==> src/hdl/agu_pkg.sv <==
`default_nettype none
package agu_pkg;
  localparam int ADDR_W     = 16;
  localparam int FREG_W     = 13;
  localparam int LIT5_W     = 5;
  localparam int LIT10_W    = 10;
  localparam int REGSEL_W   = 4;
  localparam int MODE_W     = 3;
  localparam int SEQ_W      = 2;
  localparam int CLASS_W    = 2;
  localparam int DEST_W     = 2;
  localparam int LITSEL_W   = 2;

  // Addressing modes
  localparam logic [2:0] MODE_FREG   = 3'h0;
  localparam logic [2:0] MODE_RDIR   = 3'h1;
  localparam logic [2:0] MODE_RIND   = 3'h2;
  localparam logic [2:0] MODE_POST   = 3'h3;
  localparam logic [2:0] MODE_PRE    = 3'h4;
  localparam logic [2:0] MODE_REGOFS = 3'h5;
  localparam logic [2:0] MODE_LITOFS = 3'h6;

  // Address sequencing
  localparam logic [1:0] SEQ_LINEAR = 2'h0;
  localparam logic [1:0] SEQ_MODULO = 2'h1;
  localparam logic [1:0] SEQ_BITREV = 2'h2;
  localparam logic [1:0] SEQ_ILLEGAL = 2'h3;

  // Instruction classes
  localparam logic [1:0] CLS_FREG = 2'h0;
  localparam logic [1:0] CLS_MCU  = 2'h1;
  localparam logic [1:0] CLS_XFER = 2'h2;
  localparam logic [1:0] CLS_MAC  = 2'h3;

  // Result destinations
  localparam logic [1:0] DST_FREG  = 2'h0;
  localparam logic [1:0] DST_ACC0  = 2'h1;
  localparam logic [1:0] DST_WORK  = 2'h2;
  localparam logic [1:0] DST_MEM   = 2'h3;

  // Literal operand kinds
  localparam logic [1:0] LIT_NONE = 2'h0;
  localparam logic [1:0] LIT_5    = 2'h1;
  localparam logic [1:0] LIT_10   = 2'h2;

  localparam logic [3:0] REG_ZERO = 4'h0;
  localparam logic [3:0] REG_W8  = 4'h8;
  localparam logic [3:0] REG_W9  = 4'h9;
  localparam logic [3:0] REG_W10 = 4'ha;
  localparam logic [3:0] REG_W11 = 4'hb;

  localparam logic [15:0] ADDR_ZERO = 16'h0000;
  localparam logic [2:0]  FREG_PAD  = 3'h0;
endpackage : agu_pkg
`default_nettype wire

==> src/hdl/agu_address_generation_unit.sv <==
// How it works
// - X and Y generators compute addresses independently in the same cycle
// - Y generator only serves word reads of the MAC instruction class
// - Sequencing may be linear, modulo or bit-reversed
// - Bit-reversed sequencing only for X in data space, never for Y; linear and modulo anywhere
// - File-register 13-bit field selects a byte in the lowest 8192 bytes
// - File-register ops use working register zero; result to file or register zero
// - Product instruction writes a working register or register pair
// - Data transfer in file-register form reaches the whole data space
// - MCU op1 is register direct; op2 register, memory or 5-bit literal
// - MCU modes: direct, indirect, post, pre, 5 or 10-bit literals
// - File-register direct address comes only from the instruction
// - Register direct uses the register itself, no memory access
// - Register indirect uses the pointer value unchanged as address
// - Post-modify uses current pointer, then writes back pointer plus step
// - Pre-modify adds signed step first, uses and keeps the new value
// - Register offset address is pointer plus offset register
// - Literal offset address is pointer plus instruction literal
// - MAC reads: W8 and W9 go to X, W10 and W11 go to Y
`timescale 1ns/1ps
`default_nettype none
module agu_address_generation_unit (
  // Clock and reset
  input  wire logic        CLK,
  input  wire logic        RESET,
  // X request
  input  wire logic        X_REQ,
  input  wire logic [1:0]  X_CLASS,
  input  wire logic [2:0]  X_MODE,
  input  wire logic [1:0]  X_SEQ,
  input  wire logic        X_PROG_SPACE,
  input  wire logic        X_PRODUCT,
  input  wire logic        X_DEST_W0,
  input  wire logic [12:0] X_FREG_ADDR,
  input  wire logic [15:0] X_FULL_ADDR,
  input  wire logic [3:0]  X_PTR_SEL,
  input  wire logic [15:0] X_PTR_VAL,
  input  wire logic [15:0] X_OFS_VAL,
  input  wire logic [15:0] X_STEP,
  input  wire logic [1:0]  X_LIT_KIND,
  input  wire logic [9:0]  X_LIT,
  // Y request
  input  wire logic        Y_REQ,
  input  wire logic [1:0]  Y_CLASS,
  input  wire logic [2:0]  Y_MODE,
  input  wire logic [1:0]  Y_SEQ,
  input  wire logic [3:0]  Y_PTR_SEL,
  input  wire logic [15:0] Y_PTR_VAL,
  input  wire logic [15:0] Y_OFS_VAL,
  input  wire logic [15:0] Y_STEP,
  // X result
  output logic             X_VALID,
  output logic [15:0]      X_EA,
  output logic             X_MEM_ACCESS,
  output logic             X_REG_OPERAND,
  output logic             X_WB_EN,
  output logic [3:0]       X_WB_SEL,
  output logic [15:0]      X_WB_VAL,
  output logic [1:0]       X_DEST,
  output logic             X_BITREV,
  output logic             X_LIT_VALID,
  output logic [15:0]      X_LIT_OUT,
  output logic             X_REJECT,
  // Y result
  output logic             Y_VALID,
  output logic [15:0]      Y_EA,
  output logic             Y_WB_EN,
  output logic [3:0]       Y_WB_SEL,
  output logic [15:0]      Y_WB_VAL,
  output logic             Y_REJECT
);

  // Address computation shared by both generators
  function automatic logic [15:0] calc_ea(input logic [2:0]  mode,
                                          input logic [15:0] ptr,
                                          input logic [15:0] ofs,
                                          input logic [15:0] step,
                                          input logic [15:0] fixed);
    logic [15:0] r;
    r = fixed;
    case (mode)
      agu_pkg::MODE_FREG:   r = fixed;
      agu_pkg::MODE_RIND:   r = ptr;
      agu_pkg::MODE_POST:   r = ptr;
      agu_pkg::MODE_PRE:    r = 16'(ptr + step);
      agu_pkg::MODE_REGOFS: r = 16'(ptr + ofs);
      agu_pkg::MODE_LITOFS: r = 16'(ptr + ofs);
      default:              r = agu_pkg::ADDR_ZERO;
    endcase
    return r;
  endfunction : calc_ea

  function automatic logic is_modify(input logic [2:0] mode);
    return (mode == agu_pkg::MODE_POST) || (mode == agu_pkg::MODE_PRE);
  endfunction : is_modify

  // X combinational
  logic [15:0] x_fixed;
  logic [15:0] x_lit_ext;
  logic [15:0] x_ofs;
  logic [15:0] x_ea_next;
  logic        x_ok;
  logic        x_mac_ptr;

  always_comb
  begin
    if (X_CLASS == agu_pkg::CLS_XFER)
      x_fixed = X_FULL_ADDR;
    else
      x_fixed = {agu_pkg::FREG_PAD, X_FREG_ADDR};
    if (X_LIT_KIND == agu_pkg::LIT_5)
      x_lit_ext = {11'h000, X_LIT[4:0]};
    else
      x_lit_ext = {6'h00, X_LIT};
    x_ofs = (X_MODE == agu_pkg::MODE_LITOFS) ? x_lit_ext : X_OFS_VAL;
    x_ea_next = calc_ea(X_MODE, X_PTR_VAL, x_ofs, X_STEP, x_fixed);
    x_mac_ptr = (X_PTR_SEL == agu_pkg::REG_W8) || (X_PTR_SEL == agu_pkg::REG_W9);
    x_ok = 1'b1;
    if ((X_SEQ == agu_pkg::SEQ_BITREV) && X_PROG_SPACE)
      x_ok = 1'b0;
    if (X_SEQ == agu_pkg::SEQ_ILLEGAL)
      x_ok = 1'b0;
    if ((X_CLASS == agu_pkg::CLS_MAC) && !x_mac_ptr)
      x_ok = 1'b0;
    if ((X_CLASS == agu_pkg::CLS_MCU) && (X_MODE > agu_pkg::MODE_PRE))
      x_ok = 1'b0;
    if ((X_CLASS == agu_pkg::CLS_FREG) && (X_MODE != agu_pkg::MODE_FREG))
      x_ok = 1'b0;
  end

  // Y combinational
  logic [15:0] y_ea_next;
  logic        y_ok;

  always_comb
  begin
    y_ea_next = calc_ea(Y_MODE, Y_PTR_VAL, Y_OFS_VAL, Y_STEP, agu_pkg::ADDR_ZERO);
    y_ok = (Y_CLASS == agu_pkg::CLS_MAC)
        && ((Y_PTR_SEL == agu_pkg::REG_W10) || (Y_PTR_SEL == agu_pkg::REG_W11))
        && (Y_SEQ != agu_pkg::SEQ_BITREV) && (Y_SEQ != agu_pkg::SEQ_ILLEGAL)
        && (Y_MODE != agu_pkg::MODE_FREG) && (Y_MODE != agu_pkg::MODE_RDIR)
        && (Y_MODE != agu_pkg::MODE_LITOFS);
  end

  // X generator registers
  always_ff @(posedge CLK or posedge RESET)
  begin
    if (RESET)
    begin
      X_VALID       <= 1'b0;
      X_EA          <= agu_pkg::ADDR_ZERO;
      X_MEM_ACCESS  <= 1'b0;
      X_REG_OPERAND <= 1'b0;
      X_WB_EN       <= 1'b0;
      X_WB_SEL      <= agu_pkg::REG_ZERO;
      X_WB_VAL      <= agu_pkg::ADDR_ZERO;
      X_BITREV      <= 1'b0;
      X_REJECT      <= 1'b0;
    end
    else
    begin
      X_VALID       <= X_REQ && x_ok;
      X_REJECT      <= X_REQ && !x_ok;
      X_EA          <= x_ea_next;
      X_MEM_ACCESS  <= X_REQ && x_ok && (X_MODE != agu_pkg::MODE_RDIR);
      X_REG_OPERAND <= X_REQ && x_ok && (X_MODE == agu_pkg::MODE_RDIR);
      X_WB_EN       <= X_REQ && x_ok && is_modify(X_MODE);
      X_WB_SEL      <= X_PTR_SEL;
      X_WB_VAL      <= 16'(X_PTR_VAL + X_STEP);
      X_BITREV      <= X_REQ && x_ok && (X_SEQ == agu_pkg::SEQ_BITREV);
    end
  end

  // X destination and literal
  always_ff @(posedge CLK or posedge RESET)
  begin
    if (RESET)
    begin
      X_DEST      <= agu_pkg::DST_FREG;
      X_LIT_VALID <= 1'b0;
      X_LIT_OUT   <= agu_pkg::ADDR_ZERO;
    end
    else
    begin
      if (X_CLASS == agu_pkg::CLS_FREG)
      begin
        if (X_PRODUCT)
          X_DEST <= agu_pkg::DST_WORK;
        else if (X_DEST_W0)
          X_DEST <= agu_pkg::DST_ACC0;
        else
          X_DEST <= agu_pkg::DST_FREG;
      end
      else
        X_DEST <= X_DEST_W0 ? agu_pkg::DST_WORK : agu_pkg::DST_MEM;
      X_LIT_VALID <= X_REQ && x_ok && (X_LIT_KIND != agu_pkg::LIT_NONE)
                     && (X_MODE == agu_pkg::MODE_RDIR);
      X_LIT_OUT   <= x_lit_ext;
    end
  end

  // Y generator registers
  always_ff @(posedge CLK or posedge RESET)
  begin
    if (RESET)
    begin
      Y_VALID  <= 1'b0;
      Y_EA     <= agu_pkg::ADDR_ZERO;
      Y_WB_EN  <= 1'b0;
      Y_WB_SEL <= agu_pkg::REG_W10;
      Y_WB_VAL <= agu_pkg::ADDR_ZERO;
      Y_REJECT <= 1'b0;
    end
    else
    begin
      Y_VALID  <= Y_REQ && y_ok;
      Y_REJECT <= Y_REQ && !y_ok;
      Y_EA     <= {y_ea_next[15:1], 1'b0};
      Y_WB_EN  <= Y_REQ && y_ok && is_modify(Y_MODE);
      Y_WB_SEL <= Y_PTR_SEL;
      Y_WB_VAL <= 16'(Y_PTR_VAL + Y_STEP);
    end
  end

  // Checks
  ind_ea_a: assert property (@(posedge CLK) disable iff (RESET)
    X_REQ && x_ok && X_MODE == agu_pkg::MODE_RIND |=> X_EA == $past(X_PTR_VAL) && !X_WB_EN)
    else $error("indirect address wrong");
  post_mod_a: assert property (@(posedge CLK) disable iff (RESET)
    X_REQ && x_ok && X_MODE == agu_pkg::MODE_POST
    |=> X_EA == $past(X_PTR_VAL) && X_WB_EN && X_WB_VAL == 16'($past(X_PTR_VAL) + $past(X_STEP)))
    else $error("post modify wrong");
  pre_mod_a: assert property (@(posedge CLK) disable iff (RESET)
    X_REQ && x_ok && X_MODE == agu_pkg::MODE_PRE
    |=> X_EA == 16'($past(X_PTR_VAL) + $past(X_STEP)) && X_WB_EN && X_WB_VAL == X_EA)
    else $error("pre modify wrong");
  reg_ofs_a: assert property (@(posedge CLK) disable iff (RESET)
    X_REQ && x_ok && X_MODE == agu_pkg::MODE_REGOFS
    |=> X_EA == 16'($past(X_PTR_VAL) + $past(X_OFS_VAL)) && !X_WB_EN)
    else $error("register offset wrong");
  lit_ofs_a: assert property (@(posedge CLK) disable iff (RESET)
    X_REQ && x_ok && X_MODE == agu_pkg::MODE_LITOFS && X_LIT_KIND != agu_pkg::LIT_5
    |=> X_EA == 16'($past(X_PTR_VAL) + {6'h00, $past(X_LIT)}) && !X_WB_EN)
    else $error("literal offset wrong");
  freg_near_a: assert property (@(posedge CLK) disable iff (RESET)
    X_REQ && x_ok && X_CLASS == agu_pkg::CLS_FREG |=> X_EA[15:13] == agu_pkg::FREG_PAD)
    else $error("file register not near");
  freg_direct_a: assert property (@(posedge CLK) disable iff (RESET)
    X_REQ && x_ok && X_CLASS == agu_pkg::CLS_FREG
    |=> X_EA == {agu_pkg::FREG_PAD, $past(X_FREG_ADDR)})
    else $error("file register address wrong");
  xfer_full_a: assert property (@(posedge CLK) disable iff (RESET)
    X_REQ && x_ok && X_CLASS == agu_pkg::CLS_XFER && X_MODE == agu_pkg::MODE_FREG
    |=> X_EA == $past(X_FULL_ADDR))
    else $error("data transfer address wrong");
  freg_dest_a: assert property (@(posedge CLK) disable iff (RESET)
    X_CLASS == agu_pkg::CLS_FREG && !X_PRODUCT
    |=> X_DEST == ($past(X_DEST_W0) ? agu_pkg::DST_ACC0 : agu_pkg::DST_FREG))
    else $error("file register destination wrong");
  product_dest_a: assert property (@(posedge CLK) disable iff (RESET)
    X_CLASS == agu_pkg::CLS_FREG && X_PRODUCT |=> X_DEST == agu_pkg::DST_WORK)
    else $error("product destination wrong");
  lit5_a: assert property (@(posedge CLK) disable iff (RESET)
    X_REQ && x_ok && X_MODE == agu_pkg::MODE_RDIR && X_LIT_KIND == agu_pkg::LIT_5
    |=> X_LIT_VALID && X_LIT_OUT == {11'h000, $past(X_LIT[4:0])})
    else $error("short literal wrong");
  mcu_mode_a: assert property (@(posedge CLK) disable iff (RESET)
    X_REQ && X_CLASS == agu_pkg::CLS_MCU && X_MODE > agu_pkg::MODE_PRE
    |=> X_REJECT && !X_VALID)
    else $error("mcu mode not refused");
  bad_seq_a: assert property (@(posedge CLK) disable iff (RESET)
    X_REQ && X_SEQ == agu_pkg::SEQ_ILLEGAL |=> X_REJECT && !X_VALID)
    else $error("illegal sequencing accepted");
  same_cycle_a: assert property (@(posedge CLK) disable iff (RESET)
    X_REQ && x_ok && Y_REQ && y_ok |=> X_VALID && Y_VALID)
    else $error("generators not independent");
  y_mac_only_a: assert property (@(posedge CLK) disable iff (RESET)
    Y_VALID |-> $past(Y_CLASS) == agu_pkg::CLS_MAC && !Y_EA[0])
    else $error("y served non mac");
  y_class_a: assert property (@(posedge CLK) disable iff (RESET)
    Y_REQ && Y_CLASS != agu_pkg::CLS_MAC |=> Y_REJECT && !Y_VALID)
    else $error("y accepted non mac");
  y_post_a: assert property (@(posedge CLK) disable iff (RESET)
    Y_REQ && y_ok && Y_MODE == agu_pkg::MODE_POST
    |=> Y_WB_EN && Y_WB_VAL == 16'($past(Y_PTR_VAL) + $past(Y_STEP))
        && Y_EA == {$past(Y_PTR_VAL[15:1]), 1'b0})
    else $error("y post modify wrong");
  mac_route_a: assert property (@(posedge CLK) disable iff (RESET)
    Y_VALID |-> Y_WB_SEL == agu_pkg::REG_W10 || Y_WB_SEL == agu_pkg::REG_W11)
    else $error("mac pointer routing");
  x_mac_route_a: assert property (@(posedge CLK) disable iff (RESET)
    X_VALID && $past(X_CLASS) == agu_pkg::CLS_MAC
    |-> X_WB_SEL == agu_pkg::REG_W8 || X_WB_SEL == agu_pkg::REG_W9)
    else $error("x mac pointer routing");
  bitrev_data_a: assert property (@(posedge CLK) disable iff (RESET)
    X_BITREV |-> !$past(X_PROG_SPACE) && X_VALID)
    else $error("bitrev in program space");
  regdir_nomem_a: assert property (@(posedge CLK) disable iff (RESET)
    X_REG_OPERAND |-> !X_MEM_ACCESS && $past(X_MODE) == agu_pkg::MODE_RDIR)
    else $error("register direct accessed memory");

  both_gen_c: cover property (@(posedge CLK) disable iff (RESET) X_VALID && Y_VALID);
  post_c:     cover property (@(posedge CLK) disable iff (RESET) X_WB_EN ##1 Y_WB_EN);
  reject_c:   cover property (@(posedge CLK) disable iff (RESET) X_REJECT || Y_REJECT);
  lit_c:      cover property (@(posedge CLK) disable iff (RESET) X_LIT_VALID && X_REG_OPERAND);
  y_ofs_c:    cover property (@(posedge CLK) disable iff (RESET) Y_VALID && !Y_WB_EN);

endmodule : agu_address_generation_unit
`default_nettype wire

==> config.mk <==
export PLATFORM = sky130hd
export DESIGN_NAME = agu_address_generation_unit
export DESIGN_NICKNAME = d
export VERILOG_FILES = /design/src/hdl/agu_pkg.sv /design/src/hdl/agu_address_generation_unit.sv
export SDC_FILE = /design/constraint.sdc
export NUM_CORES = 1
export LEC_CHECK = 0
export BUFFER_PORTS_ARGS = -buffer_cell sky130_fd_sc_hd__buf_2
export CAP_MARGIN = 15
export CORE_ASPECT_RATIO = 1.1
export CORE_MARGIN = 2
export CORE_UTILIZATION = 35
export DETAILED_ROUTE_END_ITERATION = 6
export GPL_TIMING_DRIVEN = 1
export MAX_ROUTING_LAYER = met4
export PLACE_DENSITY_LB_ADDON = 0.2
export SLEW_MARGIN = 5
export SYNTH_ARGS = -nofsm -noshare
export SYNTH_HDL_FRONTEND = slang
export SYNTH_SLANG_ARGS = --single-unit
==> constraint.sdc <==
create_clock -name CLK -period 5.91 [get_ports CLK]
set_clock_uncertainty 0.15 [all_clocks]
set_input_delay 0 -clock CLK [delete_from_list [all_inputs] [get_ports CLK]]
set_output_delay 0 -clock CLK [all_outputs]
set_load 0.01 [all_outputs]
==> results.cfg <==
[finish]
antenna_cells = 0
multiInputGateArea_sq_um = 3911
most-common-layout-cells = buf_2 (257), dlygate4sd3_1 (139), dfrtp_1 (91)
syn_to_final_growth_pct = 49.32
final_common_cell = buf_2
post-route-cell-area_sq_um = 9622
n_fill_cell = 1735
fin_nets = 1310
seqCellArea_sq_um = 2330
drive_gt1_frac = 0.2687

[sta]
hold_viol = 3
holdWs_ns = -0.01495
drv_slew = 0
period_share = 0.7548
slew_headroom = 0.3211
tightest_slew_ns = 1.015
rsz0062_at_grt = no
setup_tns_ns = 0
final-setup-viol-count = 0
min_period_ns = 4.461
fmax_ghz = 0.2242

[global_routing]
grt_pass1_vias = 6426
antenna_found_initial = 0
overflow = 0
track_usage = 0.2234
grt_pass1_wl_mm = 33.11
grt_max_degree = 61

[yosys]
syn_avg_cell_area_sq_um = 9.366
synth_top_family_by_area = compound AO/OA/AOI/OAI gates
synth_cell_types = 68
synth_seq_cells = 93
synthFlopType = dfrtp_1
synth_simple_gate_area_frac = 0.1468
syn_area_sq_um = 6444
async_reset_ff_frac = 1.000
synthAdderAreaFrac = 0.1344
synth_edf_count = 0
synth_xor_area_frac = 0.07068
synth-compound-area-share = 0.2064
ys_seq_area_frac = 0.3616
muxShareOfSynthArea = 0.04427
synth_cells = 688
ys.warnings.count = 0

[place]
hpwl_mm = 15.92
place_area_sq_um = 7946
port_buffers = 257
place.gp.congestion = 0.8883

[setup_path]
path_cells = dlygate4sd3_1, buf_2, inv_2, or3_1, mux2_2, ha_1, a21o_1, a21oi_1, o21ai_1, a31oi_1, o21bai_1, a31oi_1, xnor2_1, o221ai_1, dlygate4sd3_1
cpPeakStageDelay_ns = 0.67
crit_path_max_fanout = 17
critPathKind = primary input to flip-flop
cp_slowest_cell = or3_1
startpoint_type = primary input
critPathArrivalTime_ns = 4.55
cp-end-kind = flip-flop
required_ns = 6.00

[floorplan]
rows = 52
dieArea_sq_um = 19510
dieHeight_microns = 146.3
ioPinCount = 266
start_util = 0.3537
die_width_microns = 133.4
core_sq_um = 18220

[route]
wl_per_cell_microns = 16.07
drc = 0
wirelength_mm = 21.31
ant_nets = 0
vias = 6571
avgViaCountPerCell = 4.956
drt-pass1-iter-count = 4
drt-initial-drc-count = 367

[clock_tree]
cts.clk_slew.worst_paths_ns = 0.07
cts_tree = done
cts_setup_buffers = 0
cts-resized-gates = 0
cts_buffer_depth = 2
holdBufCountCts = 139
clock-sinks = 93
h-tree-depth = 3
root_buffer = clkbuf_16
cts_buffers = 9

[run_status]
violations = hold timing
outcome = finished, violations left

[flow_run]
cap_violations = 0

[pwr]
power_density_nw_per_um2 = 215.0
p_leak_nw = 4.722
total_power_w = 0.002069
peakVddDrop_mv = 0.1387

[min_path]
min-delay-path-class = primary input to flip-flop
==> metrics by stage <==
stage / hold slack [ns] / util / setup slack [ns] / instances
3_5_place_dp: -0.1087 / 0.4362 / 2.076 / 1170
6_report: -0.01495 / 0.5282 / 1.449 / 1326
4_1_cts: 0.005735 / 0.5277 / 1.461 / 1325
3_3_place_gp: -0.1137 / 0.4362 / 2.091 / 1170
2_1_floorplan: -0.1455 / - / 2.707 / 694
5_1_grt: 0.03366 / 0.5282 / 1.279 / 1326
==> state kept, by name, indices dropped and copies added, names as in the netlist, 2 cells and up <==
name / count
X_DEST: 2
X_LIT_OUT: 10
Y_WB_VAL: 16
X_WB_SEL: 4
Y_WB_SEL: 4
X_EA: 16
Y_EA: 15
X_WB_VAL: 16
==> layout make-up <==
cell class	count	share of cell area
clock buffer	10	0.02380
clock inverter	6	0.004941
inverter	28	0.01118
multi-input combinational	548	0.4065
sequential	93	0.2421
tap	243	0.03160
timing repair buffer	398	0.2798
==> per-layer routing <==
metal	track usage	up-vias	wire [microns]
met3	0.02535	19	1012
met5	-	-	0
met1	0.2562	3070	8799
met2	0.4026	204	11090
li1	-	3278	-
met4	0.07713	0	409
==> worst paths after layout <==
check	cells past startpoint	from	to
min	3	X_LIT_KIND[0]	X_LIT_OUT[5]
max in group asynchronous	4	RESET	Y_EA[13]
min in group asynchronous	3	RESET	X_LIT_OUT[1]
max	15	X_MODE[2]	X_EA[15]
==> critical path, delay by kind of cell <==
kind | cells | cell delay [ns]
compound gates | 7 | 1.49
xor+xnor | 1 | 0.15
fa+ha+maj | 1 | 0.27
buf+inv | 4 | 1.55
mux | 1 | 0.42
simple gates | 1 | 0.67
==> synthesized netlist by cell type, drive strengths merged, types with 4 or more instances <==
cell type,count,area share
dfrtp,91,0.35
ha,62,0.12
nor2,50,0.029
nand2,49,0.029
a21oi,45,0.036
o21ai,43,0.033
inv,28,0.016
xnor2,26,0.035
xor2,26,0.035
nand3,19,0.015
a21o,18,0.021
and2,16,0.016
a31oi,15,0.015
clkbuf,15,0.0087
mux2i,15,0.023
nor3,13,0.011
mux2,12,0.021
nor2b,11,0.011
a221oi,10,0.014
buf,10,0.010
nand2b,10,0.0097
a211oi,9,0.011
o21a,9,0.010
o21bai,7,0.0082
nand4,6,0.0058
o22ai,6,0.0058
a221o,5,0.0078
and3,4,0.0039
fa,4,0.012
o211ai,4,0.0047
==> cell families (layout without fill, tap and decap cells) <==
kind of cell,after synthesis,after routing
compound gates,201,201
buf+inv,53,442
simple gates,194,194
flops,93,93
xor+xnor,52,52
mux,27,27
other cells,1,7
fa+ha+maj,67,67
==> where the power goes <==
part	internal, W	switching [W]
logic	0.000361	0.000400
clock network	0.000291	0.000276
registers	0.000719	0.0000219
total	0.00137	0.000698
Note: power is estimated with default switching activity, not from simulation.
